`src/verilog/dif_pkg.sv`:
```
// constants shared by the interpolation filter control block
// How it works
// - mute low: mid-scale 1.5 clocks after sync
// - bypass low, reset low: plain DAC
// - bypass high, reset low: mid-scale per clock
// - bypass low, reset high: unfiltered, filter runs
// - filtered: first load, then every 16/N clocks
// - strap pins pick ratio 2, 4, 8, 16
// - mute acts at the next output update
// - serial path and filter keep running muted
// - after unmute load the next due value
// - bypass: latch fed from temporary word
// - no bypass, reset high: latch fed only from filter
// - filter keeps computing during bypass
// - filter reset clears and freezes filter at once
// - filter reset leaves serial path alone
// - reset shows mid-scale only with bypass high
// - frame not 16 clocks: automatic filter reset
// - both low: filter off, unfiltered conversion
// - shift MSB first, capture on sync fall
// - squared length-N moving average interpolator
// - missing early inputs taken as mid-scale
// - filtered output lags input two frames
package dif_pkg;
    localparam logic [15:0] MID_CODE = 16'h8000;
    localparam logic [4:0] FRAME_RISES = 5'h10;
    localparam logic [4:0] FIRST_UPD_RISE = 5'h02;
    localparam logic [4:0] RISE_SAT = 5'h1F;
    localparam logic [4:0] PHASE_IDLE = 5'h10;
    localparam logic [3:0] STEP_MASK_BASE = 4'h7;
    localparam logic [7:0] CTRL_OFF = 8'h00;
    localparam logic [7:0] STATUS_OFF = 8'h04;
    localparam logic [7:0] BADCNT_OFF = 8'h08;
    localparam int CTRL_SOFT_MUTE = 0;
    localparam int STATUS_BAD_FRAME = 19;
    localparam logic CTRL_RST = 1'b0;
    localparam logic [15:0] BADCNT_RST = 16'h0000;
    localparam logic [31:0] PRDATA_RST = 32'h0000_0000;
endpackage

```
`src/verilog/dif_sync.sv`:
```
// two-flop synchroniser for a group of pin inputs
`timescale 1ns/1ps
module dif_sync #(
    parameter int W = 1
) (
    input wire logic sys_clk,
    input wire logic resetn,
    input wire logic [W-1:0] d,
    output logic [W-1:0] q
);
    logic [W-1:0] meta_ff;

    genvar i;
    generate
        for (i = 0; i < W; i = i + 1) begin : g_bit
            always_ff @(posedge sys_clk or negedge resetn) begin
                if (!resetn) begin
                    meta_ff[i] <= 1'b0;
                    q[i] <= 1'b0;
                end else begin
                    meta_ff[i] <= d[i];
                    q[i] <= meta_ff[i];
                end
            end
        end
    endgenerate
endmodule

```
`src/verilog/dif_filter.sv`:
```
// second-order comb interpolator built from running sums
`timescale 1ns/1ps
module dif_filter (
    input wire logic sys_clk,
    input wire logic arst_n,
    input wire logic clr,
    input wire logic tick,
    input wire logic load,
    input wire logic [15:0] word,
    input wire logic [1:0] ratio,
    output logic [15:0] y
);
    logic [15:0] xc_ff, xp_ff, xpp_ff;
    logic [25:0] s1_ff, s1o_ff, s2_ff;
    logic init_ff;
    logic [15:0] nxt_xc, nxt_xp, nxt_xpp;
    logic [25:0] nxt_s1, nxt_s1o, nxt_s2, ysh, mid_w;
    logic [2:0] lg;
    // shift reaches 8 at ratio 16, one bit more than lg needs
    logic [3:0] sh;

    assign lg = {1'b0, ratio} + 3'h1;
    assign sh = {1'b0, ratio, 1'b0} + 4'h2;
    assign mid_w = {10'h000, dif_pkg::MID_CODE};
    // new word enters on the first update of a frame
    assign nxt_xc = load ? word : xc_ff;
    assign nxt_xp = load ? xc_ff : xp_ff;
    assign nxt_xpp = load ? xp_ff : xpp_ff;
    // hold, then two length-N sums; feedback form needs exactly 16 clocks a frame
    assign nxt_s1 = tick ? s1_ff + {10'h000, nxt_xc} - {10'h000, nxt_xp} : s1_ff;
    assign nxt_s1o = tick ? s1o_ff + {10'h000, nxt_xp} - {10'h000, nxt_xpp} : s1o_ff;
    assign nxt_s2 = tick ? s2_ff + nxt_s1 - nxt_s1o : s2_ff;
    assign ysh = nxt_s2 >> sh;
    assign y = ysh[15:0];

    always_ff @(posedge sys_clk or negedge arst_n) begin
        if (!arst_n) begin
            xc_ff <= 16'h0000;
            xp_ff <= 16'h0000;
            xpp_ff <= 16'h0000;
            s1_ff <= 26'h000_0000;
            s1o_ff <= 26'h000_0000;
            s2_ff <= 26'h000_0000;
            init_ff <= 1'b0;
        end else if (clr) begin
            xc_ff <= 16'h0000;
            xp_ff <= 16'h0000;
            xpp_ff <= 16'h0000;
            s1_ff <= 26'h000_0000;
            s1o_ff <= 26'h000_0000;
            s2_ff <= 26'h000_0000;
            init_ff <= 1'b0;
        end else if (!init_ff) begin
            xc_ff <= dif_pkg::MID_CODE;
            xp_ff <= dif_pkg::MID_CODE;
            xpp_ff <= dif_pkg::MID_CODE;
            s1_ff <= mid_w << lg;
            s1o_ff <= mid_w << lg;
            s2_ff <= mid_w << sh;
            init_ff <= 1'b1;
        end else begin
            xc_ff <= nxt_xc;
            xp_ff <= nxt_xp;
            xpp_ff <= nxt_xpp;
            s1_ff <= nxt_s1;
            s1o_ff <= nxt_s1o;
            s2_ff <= nxt_s2;
        end
    end

    clear_zero_a: assert property (@(posedge sys_clk) disable iff (!arst_n)
        clr |=> (s2_ff == 26'h000_0000) && !init_ff)
        else $error("filter not cleared after clear request");
    init_mid_a: assert property (@(posedge sys_clk) disable iff (!arst_n)
        !init_ff && !clr |=> (xpp_ff == dif_pkg::MID_CODE) && (y == dif_pkg::MID_CODE))
        else $error("filter did not start at mid-scale");
endmodule

```
`src/verilog/dif_top.sv`:
```
// serial word input, oversampling control and output latch of the interpolating DAC
`timescale 1ns/1ps
module dif_top (
    input wire logic sys_clk,
    input wire logic resetn,
    input wire logic bit_clk,
    input wire logic word_sync,
    input wire logic serial_in,
    input wire logic filter_bypass_n,
    input wire logic filter_reset_n,
    input wire logic ratio_sel_hi,
    input wire logic ratio_sel_lo,
    input wire logic mute_n,
    input wire logic psel,
    input wire logic penable,
    input wire logic pwrite,
    input wire logic [7:0] paddr,
    input wire logic [31:0] pwdata,
    output logic [31:0] prdata,
    output logic pready,
    output logic pslverr,
    output logic [15:0] dac_code,
    output logic dac_strobe
);
    ////////////////////////////////////////////////////////////////////////////////
    // pin synchronisers and edge finding
    logic [6:0] pin_raw, pin_s;
    logic s_bclk, s_ws, s_sin, s_byp_n, s_osr_hi, s_osr_lo, s_mute_n;
    logic bclk_d_ff, ws_d_ff;
    logic rise, wfall;

    assign pin_raw = {bit_clk, word_sync, serial_in, filter_bypass_n, ratio_sel_hi,
                      ratio_sel_lo, mute_n};

    dif_sync #(.W(7)) u_sync (
        .sys_clk(sys_clk),
        .resetn(resetn),
        .d(pin_raw),
        .q(pin_s)
    );

    assign s_bclk = pin_s[6];
    assign s_ws = pin_s[5];
    assign s_sin = pin_s[4];
    assign s_byp_n = pin_s[3];
    assign s_osr_hi = pin_s[2];
    assign s_osr_lo = pin_s[1];
    assign s_mute_n = pin_s[0];
    assign rise = s_bclk & ~bclk_d_ff;
    assign wfall = ~s_ws & ws_d_ff;

    always_ff @(posedge sys_clk or negedge resetn) begin
        if (!resetn) begin
            bclk_d_ff <= 1'b0;
            ws_d_ff <= 1'b0;
        end else begin
            bclk_d_ff <= s_bclk;
            ws_d_ff <= s_ws;
        end
    end

    ////////////////////////////////////////////////////////////////////////////////
    // filter reset: asserts at once, releases on the clock
    logic frst_raw_n, frst_meta_ff, frst_ff;

    assign frst_raw_n = resetn & filter_reset_n;

    always_ff @(posedge sys_clk or negedge frst_raw_n) begin
        if (!frst_raw_n) begin
            frst_meta_ff <= 1'b0;
            frst_ff <= 1'b0;
        end else begin
            frst_meta_ff <= 1'b1;
            frst_ff <= frst_meta_ff;
        end
    end

    ////////////////////////////////////////////////////////////////////////////////
    // serial path, never touched by the filter reset
    logic [15:0] shift_ff, temp_ff;
    logic [4:0] rcnt_ff, nxt_rcnt;
    logic framed_ff, skip_ff, auto_rst_ff;
    logic bad_frame;

    assign nxt_rcnt = wfall ? {4'h0, rise} :
                      (rise && rcnt_ff != dif_pkg::RISE_SAT) ? rcnt_ff + 5'h01 : rcnt_ff;
    assign bad_frame = wfall && framed_ff && !skip_ff && (rcnt_ff != dif_pkg::FRAME_RISES);

    always_ff @(posedge sys_clk or negedge resetn) begin
        if (!resetn) begin
            shift_ff <= 16'h0000;
            temp_ff <= 16'h0000;
            // saturated count: no first update before the first sync fall
            rcnt_ff <= dif_pkg::RISE_SAT;
        end else begin
            if (rise) begin
                shift_ff <= {shift_ff[14:0], s_sin};
            end
            if (wfall) begin
                temp_ff <= shift_ff;
            end
            rcnt_ff <= nxt_rcnt;
        end
    end

    // first frame and the frame in which the filter reset lifts are not judged
    always_ff @(posedge sys_clk or negedge resetn) begin
        if (!resetn) begin
            framed_ff <= 1'b0;
            skip_ff <= 1'b1;
            auto_rst_ff <= 1'b0;
        end else begin
            framed_ff <= framed_ff | wfall;
            skip_ff <= !frst_ff | (skip_ff & !wfall);
            auto_rst_ff <= bad_frame;
        end
    end

    ////////////////////////////////////////////////////////////////////////////////
    // ratio strap and update schedule
    logic [1:0] ratio_ff;
    logic [3:0] step_mask;
    logic [4:0] ph_ff, ph_inc;
    logic first_upd, mid_tick, tick;

    assign step_mask = dif_pkg::STEP_MASK_BASE >> ratio_ff;
    assign ph_inc = ph_ff + 5'h01;
    assign first_upd = rise && (nxt_rcnt == dif_pkg::FIRST_UPD_RISE);
    assign mid_tick = rise && !first_upd && (ph_inc < dif_pkg::FRAME_RISES)
                      && ((ph_inc[3:0] & step_mask) == 4'h0);
    assign tick = first_upd | mid_tick;

    // ratio only follows the straps while the filter is held in reset
    always_ff @(posedge sys_clk or negedge resetn) begin
        if (!resetn) begin
            ratio_ff <= 2'h0;
            ph_ff <= dif_pkg::PHASE_IDLE;
        end else begin
            if (!frst_ff) begin
                ratio_ff <= {s_osr_hi, s_osr_lo};
            end
            if (first_upd) begin
                ph_ff <= 5'h00;
            end else if (rise && ph_ff < dif_pkg::PHASE_IDLE) begin
                ph_ff <= ph_inc;
            end
        end
    end

    ////////////////////////////////////////////////////////////////////////////////
    // filter, runs regardless of bypass and mute
    logic [15:0] filt_y;

    dif_filter u_filter (
        .sys_clk(sys_clk),
        .arst_n(frst_ff),
        .clr(auto_rst_ff),
        .tick(tick),
        .load(first_upd),
        .word(temp_ff),
        .ratio(ratio_ff),
        .y(filt_y)
    );

    ////////////////////////////////////////////////////////////////////////////////
    // output latch selection
    logic soft_mute_ff, mute_eff, bypass_sel, upd;
    logic [15:0] dac_ff, nxt_dac;
    logic strobe_ff;

    // register mute is ored in, so it also waits for the next update
    assign mute_eff = !s_mute_n | soft_mute_ff;
    assign bypass_sel = !s_byp_n;
    // in filter reset with bypass high every bit clock rise reloads mid-scale
    assign upd = bypass_sel ? first_upd : (frst_ff ? tick : rise);
    assign nxt_dac = mute_eff ? dif_pkg::MID_CODE :
                     bypass_sel ? temp_ff :
                     frst_ff ? filt_y : dif_pkg::MID_CODE;

    always_ff @(posedge sys_clk or negedge resetn) begin
        if (!resetn) begin
            dac_ff <= dif_pkg::MID_CODE;
            strobe_ff <= 1'b0;
        end else begin
            if (upd) begin
                dac_ff <= nxt_dac;
            end
            strobe_ff <= upd;
        end
    end

    assign dac_code = dac_ff;
    assign dac_strobe = strobe_ff;

    ////////////////////////////////////////////////////////////////////////////////
    // apb slave, no wait states
    logic hit_ctrl, hit_status, hit_badcnt, hit_any;
    logic wr_acc, rd_setup, clr_bad;
    logic bad_sticky_ff;
    logic [15:0] badcnt_ff;
    logic [31:0] status_word, rd_word, prdata_ff;

    assign hit_ctrl = (paddr == dif_pkg::CTRL_OFF);
    assign hit_status = (paddr == dif_pkg::STATUS_OFF);
    assign hit_badcnt = (paddr == dif_pkg::BADCNT_OFF);
    assign hit_any = hit_ctrl | hit_status | hit_badcnt;
    assign wr_acc = psel & penable & pwrite & hit_any;
    assign rd_setup = psel & ~penable & ~pwrite;
    assign clr_bad = wr_acc & hit_status & pwdata[dif_pkg::STATUS_BAD_FRAME];
    assign status_word = {12'h000, bad_sticky_ff, frst_ff, ratio_ff, dac_ff};
    assign rd_word = hit_ctrl ? {31'h0000_0000, soft_mute_ff} :
                     hit_status ? status_word :
                     hit_badcnt ? {16'h0000, badcnt_ff} : dif_pkg::PRDATA_RST;
    assign pready = 1'b1;
    assign pslverr = psel & penable & ~hit_any;
    assign prdata = prdata_ff;

    always_ff @(posedge sys_clk or negedge resetn) begin
        if (!resetn) begin
            soft_mute_ff <= dif_pkg::CTRL_RST;
            bad_sticky_ff <= 1'b0;
            badcnt_ff <= dif_pkg::BADCNT_RST;
            prdata_ff <= dif_pkg::PRDATA_RST;
        end else begin
            if (wr_acc && hit_ctrl) begin
                soft_mute_ff <= pwdata[dif_pkg::CTRL_SOFT_MUTE];
            end
            // a bad frame in the clearing cycle keeps the flag set
            bad_sticky_ff <= auto_rst_ff | (bad_sticky_ff & ~clr_bad);
            if (auto_rst_ff) begin
                badcnt_ff <= badcnt_ff + 16'h0001;
            end
            if (rd_setup) begin
                prdata_ff <= rd_word;
            end
        end
    end

    ////////////////////////////////////////////////////////////////////////////////
    // checking helpers: ticks and rises between frame loads
    logic [4:0] tick_since_ff, rise_since_ff;
    logic seen_first_ff;

    always_ff @(posedge sys_clk or negedge resetn) begin
        if (!resetn) begin
            tick_since_ff <= 5'h00;
            rise_since_ff <= 5'h00;
            seen_first_ff <= 1'b0;
        end else if (first_upd) begin
            tick_since_ff <= 5'h01;
            rise_since_ff <= 5'h01;
            seen_first_ff <= frst_ff;
        end else begin
            tick_since_ff <= tick_since_ff + {4'h0, mid_tick};
            rise_since_ff <= rise_since_ff + {4'h0, rise && rise_since_ff != dif_pkg::RISE_SAT};
        end
    end

    mute_mid_a: assert property (@(posedge sys_clk) disable iff (!resetn)
        first_upd && mute_eff |=> dac_strobe && (dac_code == dif_pkg::MID_CODE))
        else $error("muted update did not give mid-scale");
    bypass_load_a: assert property (@(posedge sys_clk) disable iff (!resetn)
        first_upd && bypass_sel && !mute_eff |=> dac_code == $past(temp_ff))
        else $error("bypass update did not take the temporary word");
    bypass_time_a: assert property (@(posedge sys_clk) disable iff (!resetn)
        dac_strobe && $past(bypass_sel) |-> rcnt_ff == 5'h02)
        else $error("bypass update not on second bit clock rise");
    filt_only_a: assert property (@(posedge sys_clk) disable iff (!resetn)
        tick && frst_ff && !bypass_sel && !mute_eff |=> dac_code == $past(filt_y))
        else $error("filtered update did not take the filter output");
    init_mid_a: assert property (@(posedge sys_clk) disable iff (!resetn)
        rise && !frst_ff && !bypass_sel && !mute_eff |=> dac_strobe
        && (dac_code == dif_pkg::MID_CODE))
        else $error("filter reset did not drive mid-scale");
    auto_reset_a: assert property (@(posedge sys_clk) disable iff (!resetn)
        wfall && framed_ff && !skip_ff && (rcnt_ff != 5'h10) |=> auto_rst_ff ##1 !auto_rst_ff)
        else $error("odd frame length without one auto reset pulse");
    tick_count_a: assert property (@(posedge sys_clk) disable iff (!resetn)
        first_upd && seen_first_ff && frst_ff && (rise_since_ff == 5'h10)
        |-> tick_since_ff == (5'h02 << ratio_ff))
        else $error("wrong number of updates per frame");
    ratio_strap_a: assert property (@(posedge sys_clk) disable iff (!resetn)
        !frst_ff |=> ratio_ff == $past({s_osr_hi, s_osr_lo}))
        else $error("ratio strap not followed during filter reset");
    shift_on_a: assert property (@(posedge sys_clk) disable iff (!resetn)
        rise && !frst_ff |=> shift_ff[0] == $past(s_sin))
        else $error("serial path stalled by filter reset");
    shift_muted_a: assert property (@(posedge sys_clk) disable iff (!resetn)
        rise && mute_eff |=> shift_ff[0] == $past(s_sin))
        else $error("serial path stalled by mute");
    capture_word_a: assert property (@(posedge sys_clk) disable iff (!resetn)
        wfall |=> temp_ff == $past(shift_ff))
        else $error("sync fall did not capture the shift register");
    sticky_set_a: assert property (@(posedge sys_clk) disable iff (!resetn)
        auto_rst_ff |=> bad_sticky_ff)
        else $error("bad frame flag not set by auto reset");
    bad_count_a: assert property (@(posedge sys_clk) disable iff (!resetn)
        auto_rst_ff |=> badcnt_ff == $past(badcnt_ff) + 16'h0001)
        else $error("bad frame count did not step");
    filter_hold_a: assert property (@(posedge sys_clk) disable iff (!resetn)
        !filter_reset_n |-> !frst_ff)
        else $error("filter not held while its reset pin is low");
    reset_mid_a: assert property (@(posedge sys_clk) disable iff (!resetn)
        dac_strobe && $past(!frst_ff && !bypass_sel) |-> dac_code == dif_pkg::MID_CODE)
        else $error("filter reset with bypass high did not give mid-scale");
endmodule

```
`config.mk`:
```
export PLATFORM = sky130hd
export DESIGN_NAME = dif_top
export DESIGN_NICKNAME = d
export VERILOG_FILES = /design/src/verilog/dif_pkg.sv /design/src/verilog/dif_sync.sv /design/src/verilog/dif_filter.sv /design/src/verilog/dif_top.sv
export SDC_FILE = /design/constraint.sdc
export NUM_CORES = 1
export LEC_CHECK = 0
export BUFFER_PORTS_ARGS = -buffer_cell sky130_fd_sc_hd__buf_2
export CAP_MARGIN = 20
export CORE_MARGIN = 1
export CORE_UTILIZATION = 55
export CTS_CLUSTER_SIZE = 28
export DETAILED_ROUTE_END_ITERATION = 7
export PLACE_DENSITY = 0.73
export SYNTH_ARGS = -nofsm -noshare
export SYNTH_HDL_FRONTEND = slang
export SYNTH_SLANG_ARGS = --single-unit
export TNS_END_PERCENT = 30
```
`constraint.sdc`:
```
create_clock -name sys_clk -period 5.8 [get_ports sys_clk]
set_clock_uncertainty 0.2 [all_clocks]
set_input_delay 0.29 -clock sys_clk [delete_from_list [all_inputs] [get_ports sys_clk]]
set_output_delay 0.29 -clock sys_clk [all_outputs]
set_load 0.01 [all_outputs]
```
* After elaboration in Yosys (flattened, before gate mapping)
Index checks and enable logic that the tools add are counted.
** Storage, ports and cells
- Register bits :: 259
- Bits of input ports :: 53
** Cells by class
- Add/subtract/negate cells :: 11
- $lt $le $gt $ge :: 2
- Eq/ne operators :: 5
- Shifts and indexed selects :: 4
- Multiplexer cells :: 31
- Bitwise operators :: 27
- Reduce and logical (&&, ||, !) cells :: 18
** Operators by type and width (number)
- two-way mux 26 bit :: 9
- two-way mux 16 bit :: 13
- adder 26 x 16 -> 26 bit :: 2
- subtractor 26 x 16 -> 26 bit :: 2
- two-way mux 20 bit :: 2
- adder 26 bit :: 1
- << shifter 16 x 3 -> 26 bit, first input constant :: 1
- << shifter 16 x 4 -> 26 bit, first input constant :: 1
- >> shifter 26 x 4 -> 16 bit :: 1
- subtractor 26 bit :: 1
- two-way mux 5 bit :: 4
- adder 16 x 1 -> 16 bit, second input constant :: 1
- bitwise AND 1 bit :: 13
- adder 5 x 1 -> 5 bit, second input constant :: 2
- logical AND 1 bit :: 10
- < comparator 5 bit, second input constant :: 2
- inequality test 5 bit, second input constant :: 2
- equality test 8 x 3 -> 1 bit, second input constant :: 1
- equality test 8 x 4 -> 1 bit, second input constant :: 1
- zero test 8 bit :: 1
- OR 1 bit :: 7
- inverter 1 bit :: 6
- equality test 5 x 2 -> 1 bit, second input constant :: 1
- zero test 1 bit :: 5
- 7 further kinds :: 9

* Depth between registers and ports, before layout
Gate-level depths: netlist (run 1).
- Depth in word-level cells :: 20
- Mapped depth :: 39
- Mapped depth without buffers :: 37

* Cells and area by module
From an unflattened synthesis (run 1), not the netlist that was laid out.
** Unflattened totals
- Cells, all modules :: 1640
- Area, all modules :: 15941.5 um^2
** Modules (own cells, without submodules)
- dif_filter :: instances 1, cells an instance 1173, area each 10627.7 um^2
- dif_top :: instances 1, cells an instance 453, area each 4963.5 um^2
- dif_sync :: instances 1, cells an instance 14, area each 350.3 um^2

* Least setup slack after synthesis (run 1)
Ideal clock, no wire load.
- Path kind :: register to register
- Start point :: register rcnt_ff[0]
- End point :: register u_filter.s2_ff[23]
- Arrival :: 8.105 ns
- Data required time :: 5.513 ns
- Path slack :: -2.591 ns
- Stages on the path, launching flop included :: 35
- Clock period less this slack :: 8.391 ns
- Path through :: dfstp_2 > ha_1 > and3_1 > ha_1 > nor4bb_2 > or3_1 > a21oi_4 > clkbuf_1 > mux2_2 > ha_1 > inv_1 > ha_1 > fa_1 > a21o_1 > a21oi_1 > o21bai_1 > a21o_1 > a21oi_1 > o21ai_0 > a21o_1 > a21oi_1 > xnor2_1 > mux2_2 > fa_1 > inv_1 > ha_1 > a21oi_1 > o21ai_0 > a221o_1 > o31ai_2 > a21oi_1 > a211oi_2 > xnor3_1 > or4_1 > o211ai_1
** Between the ends
- Longest elaborated chain between the ends :: 17
- Elaborated cells on any way between the ends :: 26
** Ends and longest elaborated chain
- start, declared :: RTL line dif_top.sv:81 : logic [4:0] rcnt_ff, nxt_rcnt;
- start signal, assigned :: RTL line dif_top.sv:94 : rcnt_ff <= dif_pkg::RISE_SAT;
- start signal, assigned :: RTL line dif_top.sv:102 : rcnt_ff <= nxt_rcnt;
- parallel branches: the longest is 2 deep, another holds adder 5 x 1 -> 5 bit
- two-way mux 5 bit (*) :: RTL line dif_top.sv:86 : (rise && rcnt_ff != dif_pkg::RISE_SAT) ? rcnt_ff + 5'h01 : rcnt_ff;
- two-way mux 5 bit (*) :: RTL line dif_top.sv:85 : assign nxt_rcnt = wfall ? {4'h0, rise} :
- equality test 5 x 2 -> 1 bit (*) :: RTL line dif_top.sv:128 : assign first_upd = rise && (nxt_rcnt == dif_pkg::FIRST_UPD_RISE);
- logical AND 1 bit (*) :: RTL line dif_top.sv:128
- parallel branches: the longest is 8 deep, another holds adder 26 x 16 -> 26 bit
- two-way mux 26 bit (*) :: RTL line dif_filter.sv:32 : assign nxt_s2 = tick ? s2_ff + nxt_s1 - nxt_s1o : s2_ff;
- two-way mux 26 bit (*) :: RTL line dif_filter.sv:53 : end else if (!init_ff) begin
- two-way mux 26 bit (*) :: RTL line dif_filter.sv:45 : end else if (clr) begin
- end signal, assigned :: RTL line dif_filter.sv:59 : s2_ff <= mid_w << sh;
- end signal, assigned :: RTL line dif_filter.sv:67 : s2_ff <= nxt_s2;
- end, declared :: RTL line dif_filter.sv:14 : logic [25:0] s1_ff, s1o_ff, s2_ff;
Mark *: on every way between the ends.
A chain may end at the register's enable or synchronous reset.

* Worst setup path after layout (run 1)
Same ends and word-level chain as after synthesis.

==> results_dict.tcl, run 1 <==
set metrics [dict create \
    outcome "finished with violations" \
    violations "setup timing" \
    timing.rr.end "u_filter.s2_ff[23]" \
    area_leader_netlist "sky130_fd_sc_hd__dfrtp_1" \
    min-delay-path-class "reg -> async" \
    report.final.setup_viol 42 \
    cts-root-buf "sky130_fd_sc_hd__clkbuf_16" \
    layout_common_cells "306 x sky130_fd_sc_hd__buf_4, 232 x sky130_fd_sc_hd__dfrtp_1, 209 x sky130_fd_sc_hd__inv_1, 181 x sky130_fd_sc_hd__nand2_1, 163 x sky130_fd_sc_hd__nor2_1" \
    cts.path.max_buffers 3 \
    syn_avg_cell_area_um2 9.165 \
    die_area_mm2 0.02870 \
    end_kind "flip-flop" \
    detail_route.first_pass.iterations 5 \
    first_global_vias 14291 \
    grt_remaining_overflow 0 \
    cts_htree_levels 1 \
    grt_usage_pct 31.12 \
    final_antenna_net_count 0 \
    num_rows 60 \
    grt_setup_unrepaired "true" \
    final_design_area_excluding_fillers_mm2 0.02093 \
    yosysSeqAreaShare_pct 39.19 \
    reg2reg_from "rcnt_ff[0]" \
    n_fill_cell 1700 \
    detailed_placement_hpwl_um 30560 \
    worst_setup_path_start_kind "flip-flop" \
    global_route_wire_length_before_repair_um 71100 \
    number_of_buffers_created_by_cts 28 \
    grt_antenna_before_repair 0 \
    pre_cts_ws_ns -2.291 \
    io_pins 104 \
    post_synth_instance_area_mm2 0.01541 \
    timing_worst_setup_path_type "reg -> reg" \
    rr_worst_depth 33 \
    largest_net_degree_at_the_start_of_global_routing 67 \
    drt-initial-drc-count 1119 \
    dieHeight_um 169.4 \
    synthToLayoutAreaGrowth_pct 35.75 \
    worst_path_max_delay_cell "sky130_fd_sc_hd__fa_1" \
    cts.clk_slew.worst_paths_ns 0.06 \
    critical_path_arrival_ns 8.39 \
    max_fclk_ghz 0.1229 \
    insertedDiodeCount 0 \
    async_reset_ff_share_pct 100.0 \
    post-route-util_pct 76.79 \
    timing_worst_slew_pin_value_ns 1.075 \
    worst-path-buf-inv 7 \
    postSynth.topFlopCell "sky130_fd_sc_hd__dfrtp_1" \
    synth_enable_flop_cells 0 \
    cpMostUsedCell "sky130_fd_sc_hd__ha_4" \
    cts_sinks 241 \
    rrSetupSlack_ns -2.34 \
    die_width_um 169.4 \
    longest_individual_stage_delay_on_the_worst_path_ns 0.54 \
    worst_skew_pair.late_latency_ns 0.57 \
    crit_required_ns 6.06 \
    maxCapViolCount 0 \
    total_number_of_vias 14046 \
    post-route-period-util_pct 140.3 \
    final.setup.worst_slack_ns -2.339 \
    post-route-drc-count 0 \
    gpl.final_weighted_congestion 0.8918 \
    relSlewSlack_pct 28.27 \
    placeableCoreArea_mm2 0.02725 \
    layout-drive-gt1-share_pct 32.55 \
    cts_tree "yes" \
    final_period_minus_worst_setup_slack_ns 8.139 \
    synth-warning-count 0 \
    totalNegativeSetupSlack_ns -58.82 \
    worstPathMaxFanout 11 \
    routed_wire_length_per_instance_um 18.99 \
    initial_core_util_pct 56.57 \
    post_synth_main_area_contributors "sky130_fd_sc_hd__dfrtp_1 38%, sky130_fd_sc_hd__ha_1 6.7%, sky130_fd_sc_hd__fa_1 6.4%" \
    synth_top_area_share_pct 37.82 \
    number_of_port_buffers 60 \
    synth_cell_types 73 \
    placed_cell_area_mm2 0.01867 \
    drt-total-wl_um 46500 \
    synth-seq-cells 241 \
    drt-vias-per-instance 5.735 \
    post_synth_inst_count 1682 \
    layout_commonest_cell "sky130_fd_sc_hd__buf_4" \
    timing.critical_path.max_delay_family "compound AO/OA/AOI/OAI gates" \
    num-nets-final 2240 \
    report.final.slew_viol_count 0 \
    timing.final.hold_violations 0 \
]
[how the worst max path moves through the flow]
stage	startpoint	to	slack, ns	cells after the start
2_1_floorplan	rcnt_ff[0]	u_filter.s2_ff[23]	-1.87	33
3_3_place_gp	rcnt_ff[1]	u_filter.s2_ff[23]	-2.04	34
3_5_place_dp	rcnt_ff[0]	u_filter.s2_ff[23]	-2.29	34
4_1_cts	rcnt_ff[0]	u_filter.s2_ff[23]	-2.25	34
5_1_grt	rcnt_ff[0]	u_filter.s2_ff[23]	-2.63	35
6_report	rcnt_ff[0]	u_filter.s2_ff[23]	-2.34	33
[metal layers]
layer / track usage (%) / vias to the layer above / wire (µm)
li1: - / 6365 / -
met1: 37.98 / 7014 / 18160
met2: 54.41 / 510 / 23540
met3: 4.408 / 157 / 2425
met4: 14.61 / 0 / 2369
met5: 0 / - / 0
[synth_stat cells (all sizes together) (15+ instances only)]
| master | n |
|---|---|
| inv | 220 |
| buf | 24 |
| a222oi | 15 |
| ha | 83 |
| dfrtp | 233 |
| nand2 | 185 |
| a21o | 20 |
| o21ai | 66 |
| xnor2 | 57 |
| mux2i | 57 |
| nand2b | 16 |
| a211oi | 21 |
| nor3 | 21 |
| nand3 | 16 |
| and2 | 39 |
| fa | 49 |
| xor2 | 23 |
| nor2 | 170 |
| mux2 | 25 |
| a21oi | 107 |
| o31ai | 16 |
| clkbuf | 50 |
[final cells by class]
class                   count  area, µm²  share of cell area, %
clock inverters            20      256.5                  1.226
multi-input cells        1158       9518                  45.49
flip-flops and latches    241       6045                  28.89
inverters                 221      832.0                  3.976
repair buffers            405       3073                  14.69
well taps                 372      465.4                  2.224
clock buffers              32      735.7                  3.516
[registers in the layout (all words and copies together) (netlist names), 2 cells and up]
name	count
u_filter.xpp_ff	16
badcnt_ff	16
prdata	20
u_filter.xp_ff	16
u_filter.xc_ff	16
rcnt_ff	5
ratio_ff	2
shift_ff	16
u_filter.s1_ff	24
u_filter.s1o_ff	24
u_sync.q	7
ph_ff	5
u_sync.meta_ff	7
dac_code	16
temp_ff	16
u_filter.s2_ff	24
[cell families after synthesis]
group / synth area share [%]
buf+inv: 7.549
fa+ha+maj: 13.10
mux: 5.674
xor+xnor: 5.000
simple gates: 15.15
other cells: 0.04872
compound gates: 14.29
flops: 39.19
[metrics by stage]
stage	std cells	hold slack [ns]
2_1_floorplan	1694	-0.2056
3_3_place_gp	2352	-0.02361
3_5_place_dp	2352	-0.01873
4_1_cts	2435	0.06374
5_1_grt	2449	0.09282
6_report	2449	0.06004
[repair_timing]
item / in CTS / in global routing
pin swaps: 53 / 68
hold buffers: 17 / 0
resized for setup: 86 / 115
setup endpoints to repair: 38 / 52
gates cloned: 2 / 0
buffers inserted: 12 / 17
endpoints found under the hold margin: 63 / 0
Power of run 1 is not shown: default switching activity piles up to over one toggle a cycle in this logic, so the estimate is an artifact.
==> inputs of run 2 (changes only) <==
Settings changed: BUFFER_PORTS_ARGS -buffer_cell sky130_fd_sc_hd__buf_2 to unset, DONT_BUFFER_PORTS set to 1, PLACE_DENSITY 0.73 to 0.69.
==> results_dict.tcl, run 2 (synthesis gave the netlist of run 1 again) <==
set metrics [dict create \
    outcome "finished with violations" \
    violations "setup timing" \
    io_pins 104 \
    crit_required_ns 6.05 \
    first_global_vias 13833 \
    drt-total-wl_um 43810 \
    fin_worst_hold_slack_ns 0.1069 \
    post-route-drc-count 0 \
    grt_remaining_overflow 0 \
    end_kind "flip-flop" \
    pre_cts_ws_ns -2.290 \
    cts.path.max_buffers 3 \
    totalNegativeSetupSlack_ns -54.75 \
    largest_registers "u_filter.s1_ff (24), u_filter.s1o_ff (24), u_filter.s2_ff (24)" \
    total_number_of_vias 13332 \
    layout-drive-gt1-share_pct 29.98 \
    cts_tree "yes" \
    maxCapViolCount 0 \
    post-route-util_pct 75.67 \
    dieHeight_um 169.4 \
    cpMostUsedCell "sky130_fd_sc_hd__ha_4" \
    grt_setup_unrepaired "true" \
    grt_antenna_before_repair 0 \
    report.final.setup_viol 41 \
    cts.clk_slew.worst_paths_ns 0.06 \
    number_of_port_buffers 0 \
    die_width_um 169.4 \
    insertedDiodeCount 0 \
    worst_setup_path_start_kind "flip-flop" \
    post-route-period-util_pct 140.8 \
    num-nets-final 2179 \
    routed_wire_length_per_instance_um 18.35 \
    number_of_buffers_created_by_cts 27 \
    report.final.slew_viol_count 0 \
    final_period_minus_worst_setup_slack_ns 8.165 \
    cts-root-buf "sky130_fd_sc_hd__clkbuf_16" \
    placeableCoreArea_mm2 0.02725 \
    global_route_wire_length_before_repair_um 69420 \
    die_area_mm2 0.02870 \
    cts_htree_levels 1 \
    drt-vias-per-instance 5.585 \
    num_rows 60 \
    relSlewSlack_pct 26.44 \
    final.setup.worst_slack_ns -2.365 \
    cts_sinks 241 \
    gpl.final_weighted_congestion 0.9069 \
    detailed_placement_hpwl_um 29790 \
    critical_path_arrival_ns 8.42 \
    final_antenna_net_count 0 \
    timing.final.hold_violations 0 \
    timing_worst_slew_pin_value_ns 1.102 \
    layout_common_cells "304 x sky130_fd_sc_hd__buf_4, 232 x sky130_fd_sc_hd__dfrtp_1, 210 x sky130_fd_sc_hd__inv_1, 178 x sky130_fd_sc_hd__nand2_1, 158 x sky130_fd_sc_hd__nor2_1" \
    max_fclk_ghz 0.1225 \
    worstPathMaxFanout 8 \
    n_fill_cell 1798 \
    worst_skew_pair.late_latency_ns 0.55 \
    drt-initial-drc-count 989 \
    largest_net_degree_at_the_start_of_global_routing 120 \
    worst_path_max_delay_cell "sky130_fd_sc_hd__fa_1" \
    longest_individual_stage_delay_on_the_worst_path_ns 0.58 \
    min-delay-path-class "in -> reg" \
    detail_route.first_pass.iterations 5 \
    layout_commonest_cell "sky130_fd_sc_hd__buf_4" \
    synthToLayoutAreaGrowth_pct 33.77 \
    timing_worst_setup_path_type "reg -> reg" \
    initial_core_util_pct 56.57 \
    grt_usage_pct 30.57 \
]
-- run 2: path summary, 6_finish.rpt --
| check | start | slack, ns | to | cells after the start |
|---|---|---|---|---|
| max reg2reg | rcnt_ff[1] | -2.36 | u_filter.s2_ff[23] | 34 |
| min in group asynchronous | resetn | 0.16 | ratio_ff[0] | 2 |
| min | ratio_sel_hi | 0.11 | u_sync.meta_ff[2] | 1 |
| max in group asynchronous | frst_ff | 3.95 | u_filter.xc_ff[15] | 3 |
| min reg2reg | u_sync.meta_ff[0] | 0.14 | u_sync.q[0] | 0 |
| max | rcnt_ff[1] | -2.36 | u_filter.s2_ff[23] | 34 |
-- run 2: layer usage --
layer | GRT usage [%] | routed length (µm) | vias to the layer above
met4 | 13.12 | 1931 | 0
li1 | - | - | 6257
met2 | 53.50 | 22130 | 378
met5 | 0 | 0 | -
met1 | 38.27 | 17920 | 6582
met3 | 3.568 | 1825 | 115
-- run 2: critical path, delay by kind of cell (launching register included) --
family / cells / cell delay [ns]
AOI/OAI and AO/OA: 15 / 3.11
xor gates and xnor gates: 1 / 0.23
adders and majority gates: 7 / 1.95
buffers and inverters: 5 / 0.62
DFF: 1 / 0.56
muxes: 1 / 0.32
and+or+nand+nor: 5 / 1.07
-- run 2: metrics by stage --
stage,area [µm²],cells
after floorplan,16000,1694
after global placement,18310,2279
after detailed placement,18310,2279
after CTS,20120,2371
after global routing,20620,2387
final,20620,2387
-- run 2: area by class of cell --
class	count	area, µm²	share of cell area, %
well taps	372	465.4	2.257
clock buffers	40	794.5	3.853
inverters	221	832.0	4.035
repair buffers	345	2808	13.62
clock inverters	10	165.2	0.8009
multi-input cells	1158	9512	46.13
flip-flops and latches	241	6045	29.31
-- run 2: repair_timing --
| action | in CTS | in global routing |
|---|---|---|
| hold buffers | 18 | 0 |
| buffers inserted | 25 | 20 |
| resized for setup | 105 | 81 |
| cloned | 1 | 0 |
| endpoints found under the hold margin | 138 | 0 |
| pin swaps | 53 | 72 |
| endpoints found under the setup margin | 39 | 49 |
Power of run 2 is left out for the same reason.
